## config.mk

```make
export PLATFORM = sky130hd
export DESIGN_NAME = hxb_host_bridge
export DESIGN_NICKNAME = d
export VERILOG_FILES = /design/src/logic/hxb_pkg.sv /design/src/logic/hxb_bus_cycle.sv /design/src/logic/hxb_host_bridge.sv
export SDC_FILE = /design/constraint.sdc
export NUM_CORES = 1
export LEC_CHECK = 0
export BUFFER_PORTS_ARGS = -buffer_cell sky130_fd_sc_hd__buf_2
export CAP_MARGIN = 20
export CORE_AREA = 2 2 190 192
export DETAILED_ROUTE_END_ITERATION = 10
export DIE_AREA = 0 0 192 194
export GPL_ROUTABILITY_DRIVEN = 0
export PLACE_DENSITY = 0.6
export SLEW_MARGIN = 5
export SYNTH_ARGS = -nofsm -noshare
export SYNTH_HDL_FRONTEND = slang
export SYNTH_SLANG_ARGS = --single-unit
```

## constraint.sdc

```tcl
create_clock -name clk_in -period 2.74 [get_ports clk_in]
set_input_delay 0.274 -clock clk_in [delete_from_list [all_inputs] [get_ports clk_in]]
set_output_delay 0.274 -clock clk_in [all_outputs]
set_load 0.02 [all_outputs]
```

## src/logic/hxb_pkg.sv

```systemverilog
// Constants shared by the host extended access bridge files
package hxb_pkg;
  // Device word offsets, as byte addresses on the device's CPU bus
  localparam logic [15:0] DEV_CTRL = 16'h0000;
  localparam logic [15:0] DEV_DATA = 16'h0004;
  localparam logic [15:0] DEV_HI = 16'h0008;
  localparam logic [15:0] DEV_LO = 16'h000A;
  // Device control word fields
  localparam int CTRL_BURST_LSB = 0;
  localparam int CTRL_REQ_BIT = 8;
  localparam int CTRL_A31_LSB = 9;
  localparam int CTRL_STB_LSB = 12;
  localparam int CTRL_PAR_LSB = 14;
  localparam logic [1:0] STB_READ = 2'h0;
  // Own AXI register byte offsets
  localparam logic [7:0] REG_CMD = 8'h00;
  localparam logic [7:0] REG_ADDR = 8'h04;
  localparam logic [7:0] REG_WDATA = 8'h08;
  localparam logic [7:0] REG_RDATA = 8'h0C;
  localparam logic [7:0] REG_STATUS = 8'h10;
  localparam logic [7:0] REG_CONFIG = 8'h14;
  // Own register fields
  localparam int CMD_STB_LSB = 4;
  localparam int CMD_PAR_LSB = 6;
  localparam int ST_BUSY = 0;
  localparam int ST_DONE = 1;
  localparam int ST_REFUSED = 2;
  localparam int ST_RESET = 3;
  localparam int CFG_RST_BIT = 8;
  localparam logic [6:0] CFG_BURST_RESET = 7'h01;
  // Timing
  localparam int CLK_PERIOD_NS = 10;
  localparam int RESET_TIME_US = 1000;
  localparam int RESET_CYCLES = (RESET_TIME_US * 1000 + CLK_PERIOD_NS - 1) / CLK_PERIOD_NS;
  localparam int BUS_STROBE_NS = 40;
  localparam int BUS_STROBE_CYCLES = (BUS_STROBE_NS + CLK_PERIOD_NS - 1) / CLK_PERIOD_NS;
  // Access kinds a command may ask for
  typedef enum logic [1:0] {
    OP_IND_WR, OP_IND_RD, OP_DIR_WR, OP_DIR_RD
  } hxb_op_type;
endpackage : hxb_pkg

```

## src/logic/hxb_bus_cycle.sv

```systemverilog
// One read or write cycle on the device's 16-bit non-multiplexed CPU bus
module hxb_bus_cycle #(
  parameter int STROBE_CYCLES = hxb_pkg::BUS_STROBE_CYCLES
) (
  input wire logic clk_in,
  input wire logic reset_in,
  input wire logic start_in,
  input wire logic we_in,
  input wire logic das_in,
  input wire logic [14:0] addr_in,
  input wire logic [15:0] wdata_in,
  output logic busy_out,
  output logic done_out,
  output logic [15:0] rdata_out,
  output logic [14:0] cpu_a_out,
  output logic [15:0] cpu_d_out,
  input wire logic [15:0] cpu_d_in,
  output logic cpu_d_oe_n_out,
  output logic cpu_cs_n_out,
  output logic cpu_rd_n_out,
  output logic cpu_wr_n_out,
  output logic cpu_das_out
);
  import hxb_pkg::*;

  typedef enum logic [1:0] {E_IDLE, E_SETUP, E_STROBE, E_HOLD} hxb_eng_type;
  hxb_eng_type state; // Cycle phase
  logic [7:0] cnt; // Strobe length counter
  logic we; // Held direction

  ////////////////////////////////////////////////////////////////////////////
  // Phase sequencing: setup, strobe, hold, then a done pulse
  always_ff @(posedge clk_in) begin
    if (reset_in) begin
      state <= E_IDLE;
      cnt <= 8'h00;
      done_out <= 1'b0;
      we <= 1'b0;
    end else begin
      done_out <= 1'b0;
      case (state)
        E_IDLE: begin
          if (start_in) begin
            we <= we_in;
            state <= E_SETUP;
          end
        end
        E_SETUP: begin
          cnt <= 8'(STROBE_CYCLES - 1);
          state <= E_STROBE;
        end
        E_STROBE: begin
          // Hold strobe for the full access time
          if (cnt == 8'h00) begin
            state <= E_HOLD;
          end else begin
            cnt <= cnt - 8'h01;
          end
        end
        E_HOLD: begin
          done_out <= 1'b1;
          state <= E_IDLE;
        end
        default: state <= E_IDLE;
      endcase
    end
  end

  ////////////////////////////////////////////////////////////////////////////
  // Pin drive; address, select and data stay put for the whole cycle
  always_ff @(posedge clk_in) begin
    if (reset_in) begin
      cpu_a_out <= 15'h0000;
      cpu_d_out <= 16'h0000;
      cpu_d_oe_n_out <= 1'b1;
      cpu_cs_n_out <= 1'b1;
      cpu_rd_n_out <= 1'b1;
      cpu_wr_n_out <= 1'b1;
      cpu_das_out <= 1'b0;
      rdata_out <= 16'h0000;
    end else begin
      if (state == E_IDLE && start_in) begin
        cpu_a_out <= addr_in;
        cpu_d_out <= wdata_in;
        cpu_d_oe_n_out <= ~we_in;
        cpu_cs_n_out <= 1'b0;
        cpu_das_out <= das_in;
      end
      // Strobe goes low once address is settled
      if (state == E_SETUP) begin
        cpu_rd_n_out <= we;
        cpu_wr_n_out <= ~we;
      end
      if (state == E_STROBE && cnt == 8'h00) begin
        cpu_rd_n_out <= 1'b1;
        cpu_wr_n_out <= 1'b1;
        if (!we) begin
          rdata_out <= cpu_d_in;
        end
      end
      // Release the bus at the end of hold
      if (state == E_HOLD) begin
        cpu_cs_n_out <= 1'b1;
        cpu_d_oe_n_out <= 1'b1;
        cpu_das_out <= 1'b0;
      end
    end
  end

  assign busy_out = (state != E_IDLE);
endmodule : hxb_bus_cycle

```

## src/logic/hxb_host_bridge.sv

```systemverilog
// Host controller driving the device's extended access words over its CPU bus
//
// Register access over AXI4-Lite is this design's own decision.
module hxb_host_bridge #(
  parameter int RESET_CYCLES = hxb_pkg::RESET_CYCLES,
  parameter int STROBE_CYCLES = hxb_pkg::BUS_STROBE_CYCLES
) (
  input wire logic clk_in,
  input wire logic reset_in,
  input wire logic [7:0] axi_awaddr_in,
  input wire logic axi_awvalid_in,
  output logic axi_awready_out,
  input wire logic [31:0] axi_wdata_in,
  input wire logic [3:0] axi_wstrb_in,
  input wire logic axi_wvalid_in,
  output logic axi_wready_out,
  output logic [1:0] axi_bresp_out,
  output logic axi_bvalid_out,
  input wire logic axi_bready_in,
  input wire logic [7:0] axi_araddr_in,
  input wire logic axi_arvalid_in,
  output logic axi_arready_out,
  output logic [31:0] axi_rdata_out,
  output logic [1:0] axi_rresp_out,
  output logic axi_rvalid_out,
  input wire logic axi_rready_in,
  output logic [14:0] cpu_a_out,
  output logic [15:0] cpu_d_out,
  input wire logic [15:0] cpu_d_in,
  output logic cpu_d_oe_n_out,
  output logic cpu_cs_n_out,
  output logic cpu_rd_n_out,
  output logic cpu_wr_n_out,
  output logic cpu_das_out,
  output logic dev_reset_n_out
);
  import hxb_pkg::*;

  localparam int RW = $clog2(RESET_CYCLES + 1);

  typedef enum logic [3:0] {
    S_IDLE, S_HI, S_LO, S_DATA, S_CTRL, S_POLL, S_RDDATA, S_DIRECT, S_PARITY
  } hxb_state_type;

  hxb_state_type state; // Access sequencer
  hxb_op_type op; // Latched access kind
  logic [32:1] addr_reg; // Software address register
  logic [32:1] cmd_addr; // Address latched at command start
  logic [15:0] wdata_reg; // Software write data
  logic [15:0] rdata; // Last fetched word
  logic [1:0] rd_parity; // Parity of last fetched word
  logic [1:0] cmd_stb; // Latched strobes
  logic [1:0] cmd_par; // Latched parity for writes
  logic [6:0] burst; // Prefetch length
  logic done_flag; // Sticky completion
  logic refused_flag; // Sticky refused command
  logic [RW-1:0] rst_cnt; // Reset pin low counter
  logic [12:0] hi_cache; // Last upper address written
  logic [15:0] lo_cache; // Last lower address written
  logic [15:0] data_cache; // Last data word written
  logic hi_ok, lo_ok, data_ok; // Cache entries valid
  logic aw_full, w_full; // AXI write halves held
  logic [7:0] aw_addr; // Held write address
  logic [31:0] w_data; // Held write data
  logic [3:0] w_strb; // Held byte strobes
  logic wr_go; // Register write this cycle
  logic cmd_go; // Command accepted
  logic busy; // Access under way
  logic eng_start, eng_busy, eng_done; // Cycle engine handshake
  logic eng_we, eng_das; // Cycle kind
  logic [14:0] eng_addr; // Cycle word address
  logic [15:0] eng_wdata; // Cycle write word
  logic [15:0] eng_rdata; // Cycle read word
  logic need_hi, need_lo, need_data; // Words that must be rewritten
  logic indirect; // Current op is indirect

  ////////////////////////////////////////////////////////////////////////////
  // AXI write path: address and data taken in either order
  assign axi_awready_out = !aw_full && !axi_bvalid_out;
  assign axi_wready_out = !w_full && !axi_bvalid_out;
  assign wr_go = aw_full && w_full && !axi_bvalid_out;

  always_ff @(posedge clk_in) begin
    if (reset_in) begin
      aw_full <= 1'b0;
      w_full <= 1'b0;
      aw_addr <= 8'h00;
      w_data <= 32'h0000_0000;
      w_strb <= 4'h0;
      axi_bvalid_out <= 1'b0;
      axi_bresp_out <= 2'h0;
    end else begin
      if (axi_awvalid_in && axi_awready_out) begin
        aw_full <= 1'b1;
        aw_addr <= axi_awaddr_in;
      end
      if (axi_wvalid_in && axi_wready_out) begin
        w_full <= 1'b1;
        w_data <= axi_wdata_in;
        w_strb <= axi_wstrb_in;
      end
      // Answer once both halves are in; unmapped gives SLVERR
      if (wr_go) begin
        aw_full <= 1'b0;
        w_full <= 1'b0;
        axi_bvalid_out <= 1'b1;
        axi_bresp_out <= (aw_addr > REG_CONFIG || aw_addr[1:0] != 2'h0) ? 2'h2 : 2'h0;
      end else if (axi_bready_in) begin
        axi_bvalid_out <= 1'b0;
      end
    end
  end

  ////////////////////////////////////////////////////////////////////////////
  // AXI read path with one-cycle answer
  assign axi_arready_out = !axi_rvalid_out;

  always_ff @(posedge clk_in) begin
    if (reset_in) begin
      axi_rvalid_out <= 1'b0;
      axi_rdata_out <= 32'h0000_0000;
      axi_rresp_out <= 2'h0;
    end else if (axi_arvalid_in && axi_arready_out) begin
      axi_rvalid_out <= 1'b1;
      axi_rresp_out <= 2'h0;
      case (axi_araddr_in)
        REG_CMD: axi_rdata_out <= {24'h0, cmd_par, cmd_stb, 2'h0, op};
        REG_ADDR: axi_rdata_out <= addr_reg;
        REG_WDATA: axi_rdata_out <= {16'h0000, wdata_reg};
        REG_RDATA: axi_rdata_out <= {14'h0000, rd_parity, rdata};
        REG_STATUS: axi_rdata_out <= {28'h0, !dev_reset_n_out, refused_flag, done_flag, busy};
        REG_CONFIG: axi_rdata_out <= {25'h0, burst};
        default: begin
          axi_rdata_out <= 32'h0000_0000;
          axi_rresp_out <= 2'h2;
        end
      endcase
    end else if (axi_rready_in) begin
      axi_rvalid_out <= 1'b0;
    end
  end

  ////////////////////////////////////////////////////////////////////////////
  // Software registers; a command write while busy is refused
  assign busy = (state != S_IDLE);
  assign cmd_go = wr_go && aw_addr == REG_CMD && w_strb[0] && !busy && dev_reset_n_out;

  always_ff @(posedge clk_in) begin
    if (reset_in) begin
      addr_reg <= 32'h0000_0000;
      wdata_reg <= 16'h0000;
      burst <= CFG_BURST_RESET;
      refused_flag <= 1'b0;
    end else if (wr_go) begin
      if (aw_addr == REG_ADDR) begin
        for (int i = 0; i < 4; i++) begin
          if (w_strb[i]) addr_reg[i*8+1 +: 8] <= w_data[i*8 +: 8];
        end
      end
      if (aw_addr == REG_WDATA) begin
        if (w_strb[0]) wdata_reg[7:0] <= w_data[7:0];
        if (w_strb[1]) wdata_reg[15:8] <= w_data[15:8];
      end
      if (aw_addr == REG_CONFIG && w_strb[0]) begin
        burst <= w_data[6:0];
      end
      // Refused flag: new refusal wins over write-one-to-clear
      if (aw_addr == REG_CMD && w_strb[0] && !cmd_go) begin
        refused_flag <= 1'b1;
      end else if (aw_addr == REG_STATUS && w_data[ST_REFUSED]) begin
        refused_flag <= 1'b0;
      end
    end
  end

  ////////////////////////////////////////////////////////////////////////////
  // Device reset pin: low for the full time after reset or on a request made while not busy
  always_ff @(posedge clk_in) begin
    if (reset_in) begin
      rst_cnt <= RW'(RESET_CYCLES);
    end else if (wr_go && aw_addr == REG_CONFIG && w_strb[1] && w_data[CFG_RST_BIT] && !busy) begin
      rst_cnt <= RW'(RESET_CYCLES);
    end else if (rst_cnt != '0) begin
      rst_cnt <= rst_cnt - RW'(1);
    end
  end

  always_ff @(posedge clk_in) begin
    if (reset_in) begin
      dev_reset_n_out <= 1'b0;
    end else begin
      dev_reset_n_out <= (rst_cnt == '0);
    end
  end

  ////////////////////////////////////////////////////////////////////////////
  // Skip decisions for words the device already holds
  assign indirect = (op == OP_IND_WR || op == OP_IND_RD);
  assign need_hi = !hi_ok || hi_cache != cmd_addr[32:20];
  assign need_lo = !lo_ok || lo_cache != cmd_addr[19:4];
  assign need_data = !data_ok || data_cache != wdata_reg;

  // State that follows the lower address word
  function automatic hxb_state_type after_lo(input hxb_op_type o, input logic nd);
    after_lo = S_CTRL;
    if (o == OP_IND_WR && nd) after_lo = S_DATA;
    if (o == OP_DIR_RD) after_lo = S_DIRECT;
  endfunction : after_lo

  ////////////////////////////////////////////////////////////////////////////
  // Access sequencer
  always_ff @(posedge clk_in) begin
    if (reset_in) begin
      state <= S_IDLE;
      op <= OP_IND_WR;
      cmd_addr <= 32'h0000_0000;
      cmd_stb <= 2'h0;
      cmd_par <= 2'h0;
    end else begin
      case (state)
        S_IDLE: begin
          if (cmd_go) begin
            op <= hxb_op_type'(w_data[1:0]);
            cmd_addr <= addr_reg;
            cmd_stb <= w_data[CMD_STB_LSB +: 2];
            cmd_par <= w_data[CMD_PAR_LSB +: 2];
            state <= S_HI;
          end
        end
        S_HI: begin
          if (!need_hi) state <= S_LO;
          else if (eng_done) state <= S_LO;
        end
        S_LO: begin
          if (!need_lo || eng_done) state <= after_lo(op, need_data);
        end
        S_DATA: if (eng_done) state <= S_CTRL;
        S_CTRL: begin
          if (eng_done) state <= indirect ? S_POLL : S_DIRECT;
        end
        S_POLL: begin
          // Keep polling until hardware clears the request
          if (eng_done && !eng_rdata[CTRL_REQ_BIT]) begin
            state <= (op == OP_IND_RD) ? S_RDDATA : S_IDLE;
          end
        end
        S_RDDATA: if (eng_done) state <= S_IDLE;
        S_DIRECT: if (eng_done) state <= (op == OP_DIR_RD) ? S_PARITY : S_IDLE;
        S_PARITY: if (eng_done) state <= S_IDLE;
        default: state <= S_IDLE;
      endcase
    end
  end

  ////////////////////////////////////////////////////////////////////////////
  // Cache of device address and data words
  always_ff @(posedge clk_in) begin
    if (reset_in || !dev_reset_n_out) begin
      hi_ok <= 1'b0;
      lo_ok <= 1'b0;
      data_ok <= 1'b0;
      hi_cache <= 13'h0000;
      lo_cache <= 16'h0000;
      data_cache <= 16'h0000;
    end else if (eng_done) begin
      if (state == S_HI) begin
        hi_ok <= 1'b1;
        hi_cache <= cmd_addr[32:20];
      end
      if (state == S_LO) begin
        lo_ok <= 1'b1;
        lo_cache <= cmd_addr[19:4];
      end
      if (state == S_DATA) begin
        data_ok <= 1'b1;
        data_cache <= wdata_reg;
      end
      // An indirect read overwrites the device data word
      if (state == S_CTRL && op == OP_IND_RD) data_ok <= 1'b0;
    end
  end

  ////////////////////////////////////////////////////////////////////////////
  // Fetched data, parity and completion flag
  always_ff @(posedge clk_in) begin
    if (reset_in) begin
      rdata <= 16'h0000;
      rd_parity <= 2'h0;
      done_flag <= 1'b0;
    end else begin
      if (eng_done && (state == S_RDDATA || (state == S_DIRECT && op == OP_DIR_RD))) begin
        rdata <= eng_rdata;
      end
      if (eng_done && (state == S_PARITY || (state == S_POLL && op == OP_IND_RD))) begin
        rd_parity <= eng_rdata[CTRL_PAR_LSB +: 2];
      end
      // Completion wins over write-one-to-clear
      if (busy && !next_busy()) done_flag <= 1'b1;
      else if (wr_go && aw_addr == REG_STATUS && w_data[ST_DONE]) done_flag <= 1'b0;
    end
  end

  // True while the sequencer stays busy after this edge
  function automatic logic next_busy();
    next_busy = 1'b1;
    if (eng_done && (state == S_RDDATA || state == S_PARITY)) next_busy = 1'b0;
    if (eng_done && state == S_POLL && !eng_rdata[CTRL_REQ_BIT] && op == OP_IND_WR) next_busy = 1'b0;
    if (eng_done && state == S_DIRECT && op == OP_DIR_WR) next_busy = 1'b0;
  endfunction : next_busy

  ////////////////////////////////////////////////////////////////////////////
  // Cycle request for the current state
  always_comb begin
    eng_we = 1'b1;
    eng_das = 1'b0;
    eng_addr = 15'(DEV_CTRL >> 1);
    eng_wdata = 16'h0000;
    case (state)
      S_HI: begin
        eng_addr = 15'(DEV_HI >> 1);
        eng_wdata = {3'h0, cmd_addr[32:20]};
      end
      S_LO: begin
        eng_addr = 15'(DEV_LO >> 1);
        eng_wdata = cmd_addr[19:4];
      end
      S_DATA: begin
        eng_addr = 15'(DEV_DATA >> 1);
        eng_wdata = wdata_reg;
      end
      S_CTRL: begin
        // Request only for indirect; strobes 00 for indirect reads
        eng_wdata[CTRL_BURST_LSB +: 7] = burst;
        eng_wdata[CTRL_REQ_BIT] = indirect;
        eng_wdata[CTRL_A31_LSB +: 3] = cmd_addr[3:1];
        eng_wdata[CTRL_STB_LSB +: 2] = (op == OP_IND_RD) ? STB_READ : cmd_stb;
        eng_wdata[CTRL_PAR_LSB +: 2] = cmd_par;
      end
      S_POLL, S_PARITY: eng_we = 1'b0;
      S_RDDATA: begin
        eng_we = 1'b0;
        eng_addr = 15'(DEV_DATA >> 1);
      end
      S_DIRECT: begin
        eng_we = (op == OP_DIR_WR);
        eng_das = 1'b1;
        eng_addr = cmd_addr[15:1];
        eng_wdata = wdata_reg;
      end
      default: eng_we = 1'b1;
    endcase
  end

  assign eng_start = busy && !eng_busy && !eng_done
    && !(state == S_HI && !need_hi) && !(state == S_LO && !need_lo);

  hxb_bus_cycle #(.STROBE_CYCLES(STROBE_CYCLES)) u_cycle (
    .clk_in(clk_in), .reset_in(reset_in),
    .start_in(eng_start), .we_in(eng_we), .das_in(eng_das),
    .addr_in(eng_addr), .wdata_in(eng_wdata),
    .busy_out(eng_busy), .done_out(eng_done), .rdata_out(eng_rdata),
    .cpu_a_out(cpu_a_out), .cpu_d_out(cpu_d_out), .cpu_d_in(cpu_d_in),
    .cpu_d_oe_n_out(cpu_d_oe_n_out), .cpu_cs_n_out(cpu_cs_n_out),
    .cpu_rd_n_out(cpu_rd_n_out), .cpu_wr_n_out(cpu_wr_n_out),
    .cpu_das_out(cpu_das_out)
  );

  ////////////////////////////////////////////////////////////////////////////
  // Checks
  logic [RW:0] low_len; // Cycles the reset pin has been low
  always_ff @(posedge clk_in) begin
    if (reset_in || dev_reset_n_out) low_len <= '0;
    else low_len <= low_len + (RW+1)'(1);
  end
endmodule : hxb_host_bridge

```

* After elaboration in Yosys (flattened, before gate mapping)
Cells that the tools add are included.
Storage, ports and cells: flip-flop bits (word level) 331, input port bits 75, output and inout port bits 78, word-level logic and storage cells 248
Cells by class: add/sub/neg operators 2, order comparisons 1, eq/ne operators 37, muxes and demuxes 45, bitwise gates (word level) 2, reductions and logical operators 115
Operators by type and width (count):
- $pmux 32 s6 | 1
- $pmux 15 s4 | 1
- $mux 4 | 11
- $logic_and 1x1->1 | 43
- $eq 8x5->1 const B | 4
- $ne 16x16->1 | 2
- $pmux 4 s8 | 1
- $pmux 8 s4 | 1
- $pmux 7 s4 | 1
- $eq 8x4->1 const B | 3
- $logic_not 8->1 | 3
- $reduce_and 2->1 | 11
- $logic_not 1->1 | 18
- $reduce_and 3->1 | 6
- $logic_not 17->1 | 1
- $reduce_bool 17->1 | 1
- $sub 17x1->17 const B | 1
- $eq 4x3->1 const B | 4
- $eq 8x3->1 const B | 2
- $mux 1 | 16
- $pmux 8 s2 | 1
- $reduce_bool 2->1 | 8
- $reduce_or 2->1 | 7
- $ne 13x13->1 | 1
- 24 further kinds | 54

* Depth between registers and ports, before layout
Gate-level depths: netlist (run 1).
depth after elaboration 10, depth in mapped cells 10, gate-level depth less buffers 8

* Hierarchy
From an unflattened synthesis (run 1), not the netlist that was laid out.
Second synthesis, totals: cells, all modules 1712, area total of the unflattened synthesis 13948.4 um^2
By module, submodules not included:
- hxb_host_bridge | times used 1, cells an instance 1402, area an instance 11298.3 um^2, seq. area each 5305.1 um^2
- hxb_bus_cycle | times used 1, cells an instance 310, area an instance 2650.0 um^2, seq. area each 1281.2 um^2

* Worst setup path after synthesis (run 1)
Ideal clock, no wire load.
kind flip-flop to flip-flop, start point register aw_addr[7], end point register state[2], setup time 0.121 ns, arrival time 2.113 ns, data required time 2.619 ns, slack 0.505 ns, stages on the path, launching flop included 6, buffers on the path 0, period minus slack after synthesis 2.235 ns, cell sequence dfxtp_1 -> or4_4 -> nor4_4 -> a41oi_1 -> nor4_4 -> mux2_4
Between the ends: word-level cells in the longest chain between the ends 7
RTL lines:
- start: declaration | RTL line hxb_host_bridge.sv:63 | logic [7:0] aw_addr;
- start signal: assignment | RTL line hxb_host_bridge.sv:95 | aw_addr <= axi_awaddr_in;
- $logic_not 8->1 | RTL line hxb_host_bridge.sv:146 | assign cmd_go = wr_go && aw_addr == REG_CMD && w_strb[0] && !busy && dev_reset_n_out;
- $logic_and 1x1->1 (4 in a row) | RTL line hxb_host_bridge.sv:146
- $ne 2x2->1 (no line)
- $reduce_and 8->1 (no line)
- end signal: assignment | RTL line hxb_host_bridge.sv:235 | if (!need_lo || eng_done) state <= after_lo(op, need_data);
- end signal: assignment | RTL line hxb_host_bridge.sv:239 | if (eng_done) state <= indirect ? S_POLL : S_DIRECT;
- end signal: assignment | RTL line hxb_host_bridge.sv:244 | state <= (op == OP_IND_RD) ? S_RDDATA : S_IDLE;
- end: declaration | RTL line hxb_host_bridge.sv:45 | hxb_state_type state;
No other way between the ends. A chain may end at the register's enable or synchronous reset.

* Worst setup path after layout (run 1)
start point register aw_addr[7], end point register cmd_addr[11] (netlist name)
Between the ends: word-level cells in the longest chain between the ends 6
RTL lines:
- $logic_not 8->1 | RTL line hxb_host_bridge.sv:146
- $logic_and 1x1->1 (4 in a row) | RTL line hxb_host_bridge.sv:146
- $reduce_and 2->1 (no line)
- end signal: assignment | RTL line hxb_host_bridge.sv:224 | cmd_addr <= addr_reg;
- end: declaration | RTL line hxb_host_bridge.sv:48 | logic [32:1] cmd_addr;
No other way between the ends.

==> results of run 1 <==
-- placed cells by master, fill, tap and decap left out, types with 39 or more instances in the layout --
master / count
nand2_1: 350
dfxtp_1: 329
a21oi_1: 234
buf_2: 149
nor2_1: 108
nand3_1: 79
buf_4: 63
a22oi_1: 49
xnor2_1: 48
mux2i_1: 45
o21ai_0: 39
-- worst paths after layout --
check / start / to / slack [ns] / depth (start not counted)
setup / recovery: aw_addr[7]$_SDFFE_PP0P_ / cmd_addr[11]$_SDFFE_PP0P_ / 0.31 / 6
hold reg to reg: axi_rdata_out[3]$_SDFFE_PP0P_ / axi_rdata_out[3]$_SDFFE_PP0P_ / 0.45 / 2
setup reg to reg: aw_addr[7]$_SDFFE_PP0P_ / cmd_addr[11]$_SDFFE_PP0P_ / 0.31 / 6
hold / removal: cpu_d_in[14] / u_cycle.rdata_out[14]$_SDFFE_PP0P_ / 0.007 / 3
-- critical path, delay by kind of cell, from the launching register on --
kind	cells	cell delay, ns
AND/OR/NAND/NOR	5	1.84
flip-flops	1	0.31
AO/OA/AOI/OAI	1	0.19
-- logic make-up after synthesis --
group | synth area share, %
and+or+nand+nor | 22.5
AOI/OAI and AO/OA | 17.4
DFF | 47.5
buffers and inverters | 4.23
muxes | 4.41
xor gates and xnor gates | 3.47
adders and majority gates | 0.541
other | 0.0270
-- metal layers --
| metal | wire length (um) | vias to the layer above | global-route usage (%) |
|---|---|---|---|
| met1 | 19200 | 5879 | 31.4 |
| li1 | - | 6129 | - |
| met5 | 12 | - | 0 |
| met3 | 2490 | 78 | 3.26 |
| met2 | 18700 | 387 | 34.6 |
| met4 | 1390 | 2 | 7.49 |
-- where the power goes --
part           switching (W)  total [W]  internal (W)
sequential         0.0000839    0.00494       0.00485
combinational       0.000275   0.000446      0.000171
clock                0.00195    0.00512       0.00317
total                0.00231     0.0105       0.00819
-- through the flow --
step / power (W) / setup WS [ns] / hold WS, ns / cells / util [%]
2_1_floorplan: 0.00530 / 0.505 / 0.373 / 1675 / -
3_3_place_gp: 0.00545 / 0.334 / 0.442 / 2229 / 43.1
3_5_place_dp: 0.00546 / 0.340 / 0.441 / 2230 / 43.2
4_1_cts: 0.0106 / 0.332 / 0.000624 / 2321 / 47.5
5_1_grt: 0.0109 / 0.127 / 0.00225 / 2321 / 47.5
6_report: 0.0105 / 0.314 / 0.00697 / 2321 / 47.5
-- cell type report --
type                       instances  area [um2]
sequential                       329        6590
inverter                          16        60.1
clock inverter                    15         210
tap                              461         577
fill                            3506       18500
clock buffer                      50        1050
timing repair buffer             241        1520
multi-input combinational       1209        6720
==> metrics.yaml, run 1 <==
placement:
  dp_hpwl_um: 29400
  placed_cell_area_um2: 15200
  portBuffers: 150
global_route:
  grt_pass1_vias: 11902
  grt_antenna_before_repair: 1
  grt_max_degree: 153
  grt_pass1_wl_um: 66100
  overflow: 0
  track_usage_pct: 22.2
timing:
  final.min_clock_period_ns: 2.43
  rsz0062_at_grt: "false"
  fin_skew_ns: 0.0204
  worstMarginPinSlew_ns: 0.828
  final-hold-violation-count: 0
  slew_headroom_pct: 44.7
  post-route-period-util_pct: 88.5
  tns_ns: 0
  finalSetupViolCount: 0
  drv_slew: 0
  fmax_mhz: 412
floorplan:
  core-area_um2: 35200
  die-width_um: 192
  placement_rows: 69
  io_pins: 153
  start_util_pct: 39.4
  die_height_um: 194
  die-area_um2: 37200
logic_synthesis:
  synth_area_leader_cell: "dfxtp_1"
  ys.warnings.count: 0
  synth_commonest_cells: "nand2_1 (350), dfxtp_1 (329), a21oi_1 (235)"
  syn_avg_cell_area_um2: 8.29
  ys_async_sr_fraction_pct: 0
  synthTopCellsByArea: "dfxtp_1 (47%), nand2_1 (9.5%), a21oi_1 (8.5%)"
  synth_ff_type: "dfxtp_1"
  syn_inst: 1674
  synth_cell_type_count: 69
  synth_edf_count: 0
  synth_top_area_share_pct: 47.5
  synth.most_common_cell: "nand2_1"
  synth_area_um2: 13900
  ys_seq_area_share_pct: 47.5
  yosys_register_bits: 329
detailed_routing:
  avgViaCountPerCell: 5.37
  post_drt_wl_per_cell_um: 18.0
  vias: 12475
  route.detailed.drc: 0
  firstDrtPassIters: 5
  drt_iter0_drc: 1014
  drt_wl_total_um: 41700
  postRouteAntennaNets: 0
worst_setup_path:
  slowest_delay_ns: 0.56
  start_kind: "register"
  critPathMaxFanout: 38
  cpMaxStageDelayCell: "or4_4"
  setup.worst_path.class: "reg2reg"
  end_kind: "register"
  cp.arrival_ns: 2.86
  cp.required_ns: 3.18
  cp_cell_sequence: "or4_4 > nor4_4 > and3_1 > and3_4 > nand2_1 > a21oi_1"
cells_and_area:
  layout.nets: 1914
  drive_above_1_share_pct: 17.4
  diodes: 0
  areaGrowthSynthToFinish_pct: 20.6
  final_area_um2: 16700
power:
  power_density_nw_per_um2: 628
  irDropWorstVdd_mv: 0.386
  p_leak_nw: 6.05
status:
  outcome: "completed"
clock_network:
  clock_latency_ns: 0.52
  post_cts_buffers: 0
  htreeDepth: 2
  cts_buffers: 36
  cts-root-to-sink-buffers: 3
  cts_sinks: 329
  clk_pin_slew_ns: 0.06
  hold_buffers: 26
  tritoncts: "done"
  cts_root_buffer: "clkbuf_16"
  postCtsResizedCells: 0
worst_hold_path:
  hp-class: "in2reg"
job:
  maxCapViolations: 0
Power figures use the tool's default switching activity.
==> inputs of run 2 (changes only) <==
Settings changed: CORE_AREA 2 2 190 192 to 5 5 193 195, DIE_AREA 0 0 192 194 to 0 0 198 200, PLACE_DENSITY 0.6 to 0.61, SYNTH_HIERARCHICAL from default to 1.
==> metrics.yaml, run 2 <==
worst_setup_path:
  slowest_delay_ns: 0.41  # -0.15 ns
  cp.required_ns: 3.14  # -0.04 ns
  critPathMaxFanout: 5  # -87%
  cpMostUsedCell: "nor4_1"
  start_kind: "register"
  cp_top_family: "simple AND/OR/NAND/NOR gates"
  setup.worst_path.class: "reg2reg"
  end_kind: "register"
  crit_buf_inv: 0  # unchanged
  worst-r2r-cell-count: 8  # +2
  reg2reg_to: "u_cycle/cpu_d_oe_n_out$_SDFFE_PP1P_"
  cp.arrival_ns: 2.76  # -0.10 ns
  cp_cell_sequence: "xor2_1 > nor4_1 > and3_1 > a32o_1 > nor4_1 > and2_1 > a21oi_1 > or3_1"
  reg2reg_slack_ns: 0.37  # +0.06 ns
  timing.rr.start: "cmd_addr[12]$_SDFFE_PP0P_"
  cpMaxStageDelayCell: "dfxtp_1"
clock_network:
  post_cts_buffers: 0  # unchanged
  cts_buffers: 37  # +2.8%
  clk_pin_slew_ns: 0.06  # about the same
  clock_latency_ns: 0.52  # about the same
  cts_sinks: 329  # unchanged
  postCtsResizedCells: 0  # unchanged
  tritoncts: "done"
  hold_buffers: 37  # +42%
  htreeDepth: 2  # unchanged
  cts_root_buffer: "clkbuf_16"
  cts-root-to-sink-buffers: 3  # unchanged
logic_synthesis:
  synth_ff_type: "dfxtp_1"
  synth_top_area_share_pct: 47.2  # -0.23 points
  synth_area_leader_cell: "dfxtp_1"
  synthTopCellsByArea: "dfxtp_1 (47%), nand2_1 (11%), a21oi_1 (9.1%)"
  synth.most_common_cell: "nand2_1"
  synth_area_um2: 13900  # +0.50%
  syn_avg_cell_area_um2: 8.15  # -1.7%
  ys_async_sr_fraction_pct: 0  # unchanged
  ys_seq_area_share_pct: 47.2  # -0.23 points
  synth_cell_type_count: 68  # -1.4%
  ys.warnings.count: 6  # +6
  yosys_register_bits: 329  # unchanged
  synth_edf_count: 0  # unchanged
  syn_inst: 1712  # +2.3%
  synth_commonest_cells: "nand2_1 (424), dfxtp_1 (329), a21oi_1 (255)"
cells_and_area:
  regArea_um2: 6590  # unchanged
  layout_commonest_cell: "nand2_1"
  multi_input_area_um2: 6790  # +0.99%
  drive_above_1_share_pct: 14.9  # -2.5 points
  layout.nets: 1948  # +1.8%
  most-common-layout-cells: "nand2_1 (424), dfxtp_1 (329), a21oi_1 (255)"
  final_area_um2: 16900  # +1.3%
  final_cell_count_no_fill: 2354  # +1.4%
  nFillCells: 3441  # -1.9%
  areaGrowthSynthToFinish_pct: 21.5
  diodes: 0  # unchanged
global_route:
  grt_antenna_before_repair: 3  # +2
  track_usage_pct: 20.6  # -1.6 points
  grt_pass1_vias: 11770  # -1.1%
  overflow: 0  # unchanged
  grt_max_degree: 86  # -44%
  grt_pass1_wl_um: 65900  # -0.23%
timing:
  drv_slew: 0  # unchanged
  worst_hold_slack_ns: 0.0163  # +0.00931 ns
  final-hold-violation-count: 0  # unchanged
  tns_ns: 0  # unchanged
  final.min_clock_period_ns: 2.37  # -0.0588 ns
  slew_headroom_pct: 29.9  # -15 points
  finalSetupViolCount: 0  # unchanged
  fin_skew_ns: 0.0126  # -0.00788 ns
  worstMarginPinSlew_ns: 1.05  # +0.222 ns
  rsz0062_at_grt: "false"
  post-route-period-util_pct: 86.4  # -2.1 points
  fmax_mhz: 423  # +2.5%
  setup_ws_ns: 0.373  # +0.0588 ns
floorplan:
  core-area_um2: 35200  # unchanged
  die_height_um: 200  # +3.1%
  die-width_um: 198  # +3.1%
  placement_rows: 69  # unchanged
  die-area_um2: 39600  # +6.3%
  start_util_pct: 39.6  # +0.20 points
  io_pins: 153  # unchanged
job:
  maxCapViolations: 0  # unchanged
power:
  irDropWorstVdd_mv: 0.577  # +50%
  p_leak_nw: 6.32  # +4.5%
  power_density_nw_per_um2: 676  # +7.8%
placement:
  dp_cells: 2250  # +0.90%
  dp_hpwl_um: 29900  # +1.7%
  place_ws_ns: 0.405  # +0.0654 ns
  placed_cell_area_um2: 15200  # +0.24%
  portBuffers: 150  # unchanged
detailed_routing:
  vias: 12724  # +2.0%
  postRouteAntennaNets: 0  # unchanged
  firstDrtPassIters: 7  # +2
  post_drt_wl_per_cell_um: 18.0  # -0.13%
  avgViaCountPerCell: 5.41  # +0.57%
  route.detailed.drc: 0  # unchanged
  drt_iter0_drc: 1004  # -0.99%
  drt_wl_total_um: 42300  # +1.3%
worst_hold_path:
  holdPathStages: 3  # unchanged
  hp-class: "in2reg"
  min_from: "axi_awaddr_in[3]"
  min_to: "aw_addr[3]$_SDFFE_PP0P_"
status:
  outcome: "completed"
[run 2: area by class of cell]
type                    count  share of cell area [%]
multi-input cells        1236                    40.0
well taps                 461                    3.40
clock inverters            14                    1.45
clock buffers              53                    6.41
inverters                  21                   0.465
repair buffers            240                    9.35
flip-flops and latches    329                    38.9
[run 2: per-stage QoR]
stage / util, % / power (W)
5_1_grt: 48.1 / 0.0119
6_report: 48.1 / 0.0115
3_5_place_dp: 43.3 / 0.00617
3_3_place_gp: 43.3 / 0.00616
4_1_cts: 48.1 / 0.0115
2_1_floorplan: - / 0.00589
[run 2: report_power, final]
group	internal [W]	switching (W)
registers	0.00492	0.000141
clock network	0.00334	0.00200
logic	0.000388	0.000679
total	0.00864	0.00282
[run 2: how the worst max path moves through the flow]
stage	start	slack [ns]	cells past startpoint	endpoint
floorplan	state[1]$_SDFFE_PP0P_	0.27	11	u_cycle/cpu_a_out[10]$_SDFFE_PP0P_
global placement	state[3]$_SDFFE_PP0P_	0.18	7	u_cycle/cpu_d_out[1]$_SDFFE_PP0P_
detailed placement	cmd_addr[12]$_SDFFE_PP0P_	0.41	8	u_cycle/cpu_d_oe_n_out$_SDFFE_PP1P_
CTS	cmd_addr[12]$_SDFFE_PP0P_	0.38	8	u_cycle/cpu_d_oe_n_out$_SDFFE_PP1P_
global route	cmd_addr[12]$_SDFFE_PP0P_	0.13	9	u_cycle/cpu_d_out[14]$_SDFFE_PP0P_
finish	cmd_addr[12]$_SDFFE_PP0P_	0.37	8	u_cycle/cpu_d_oe_n_out$_SDFFE_PP1P_
[run 2: cells by family after synthesis]
logic type	after synthesis	synth area share, %
XOR/XNOR	60	3.77
other	1	0.0269
adder cells (fa/ha/maj)	8	0.718
AO/OA/AOI/OAI	388	16.5
multiplexers	50	3.68
AND/OR/NAND/NOR	728	23.8
flip-flops	329	47.2
buffers and inverters	148	4.35
[run 2: metal layers]
layer  GRT usage, %  up-vias  wire, um
li1               -     6237         -
met1           30.4     5978     19400
met2           31.8      434     18800
met3           3.37       69      3180
met4           4.82        6       906
met5              0        -        38
[run 2: worst min-delay path, stage by stage]
cell and delay (ns):
buf_2 0.10, nand2_1 0.06, a21oi_1 0.06
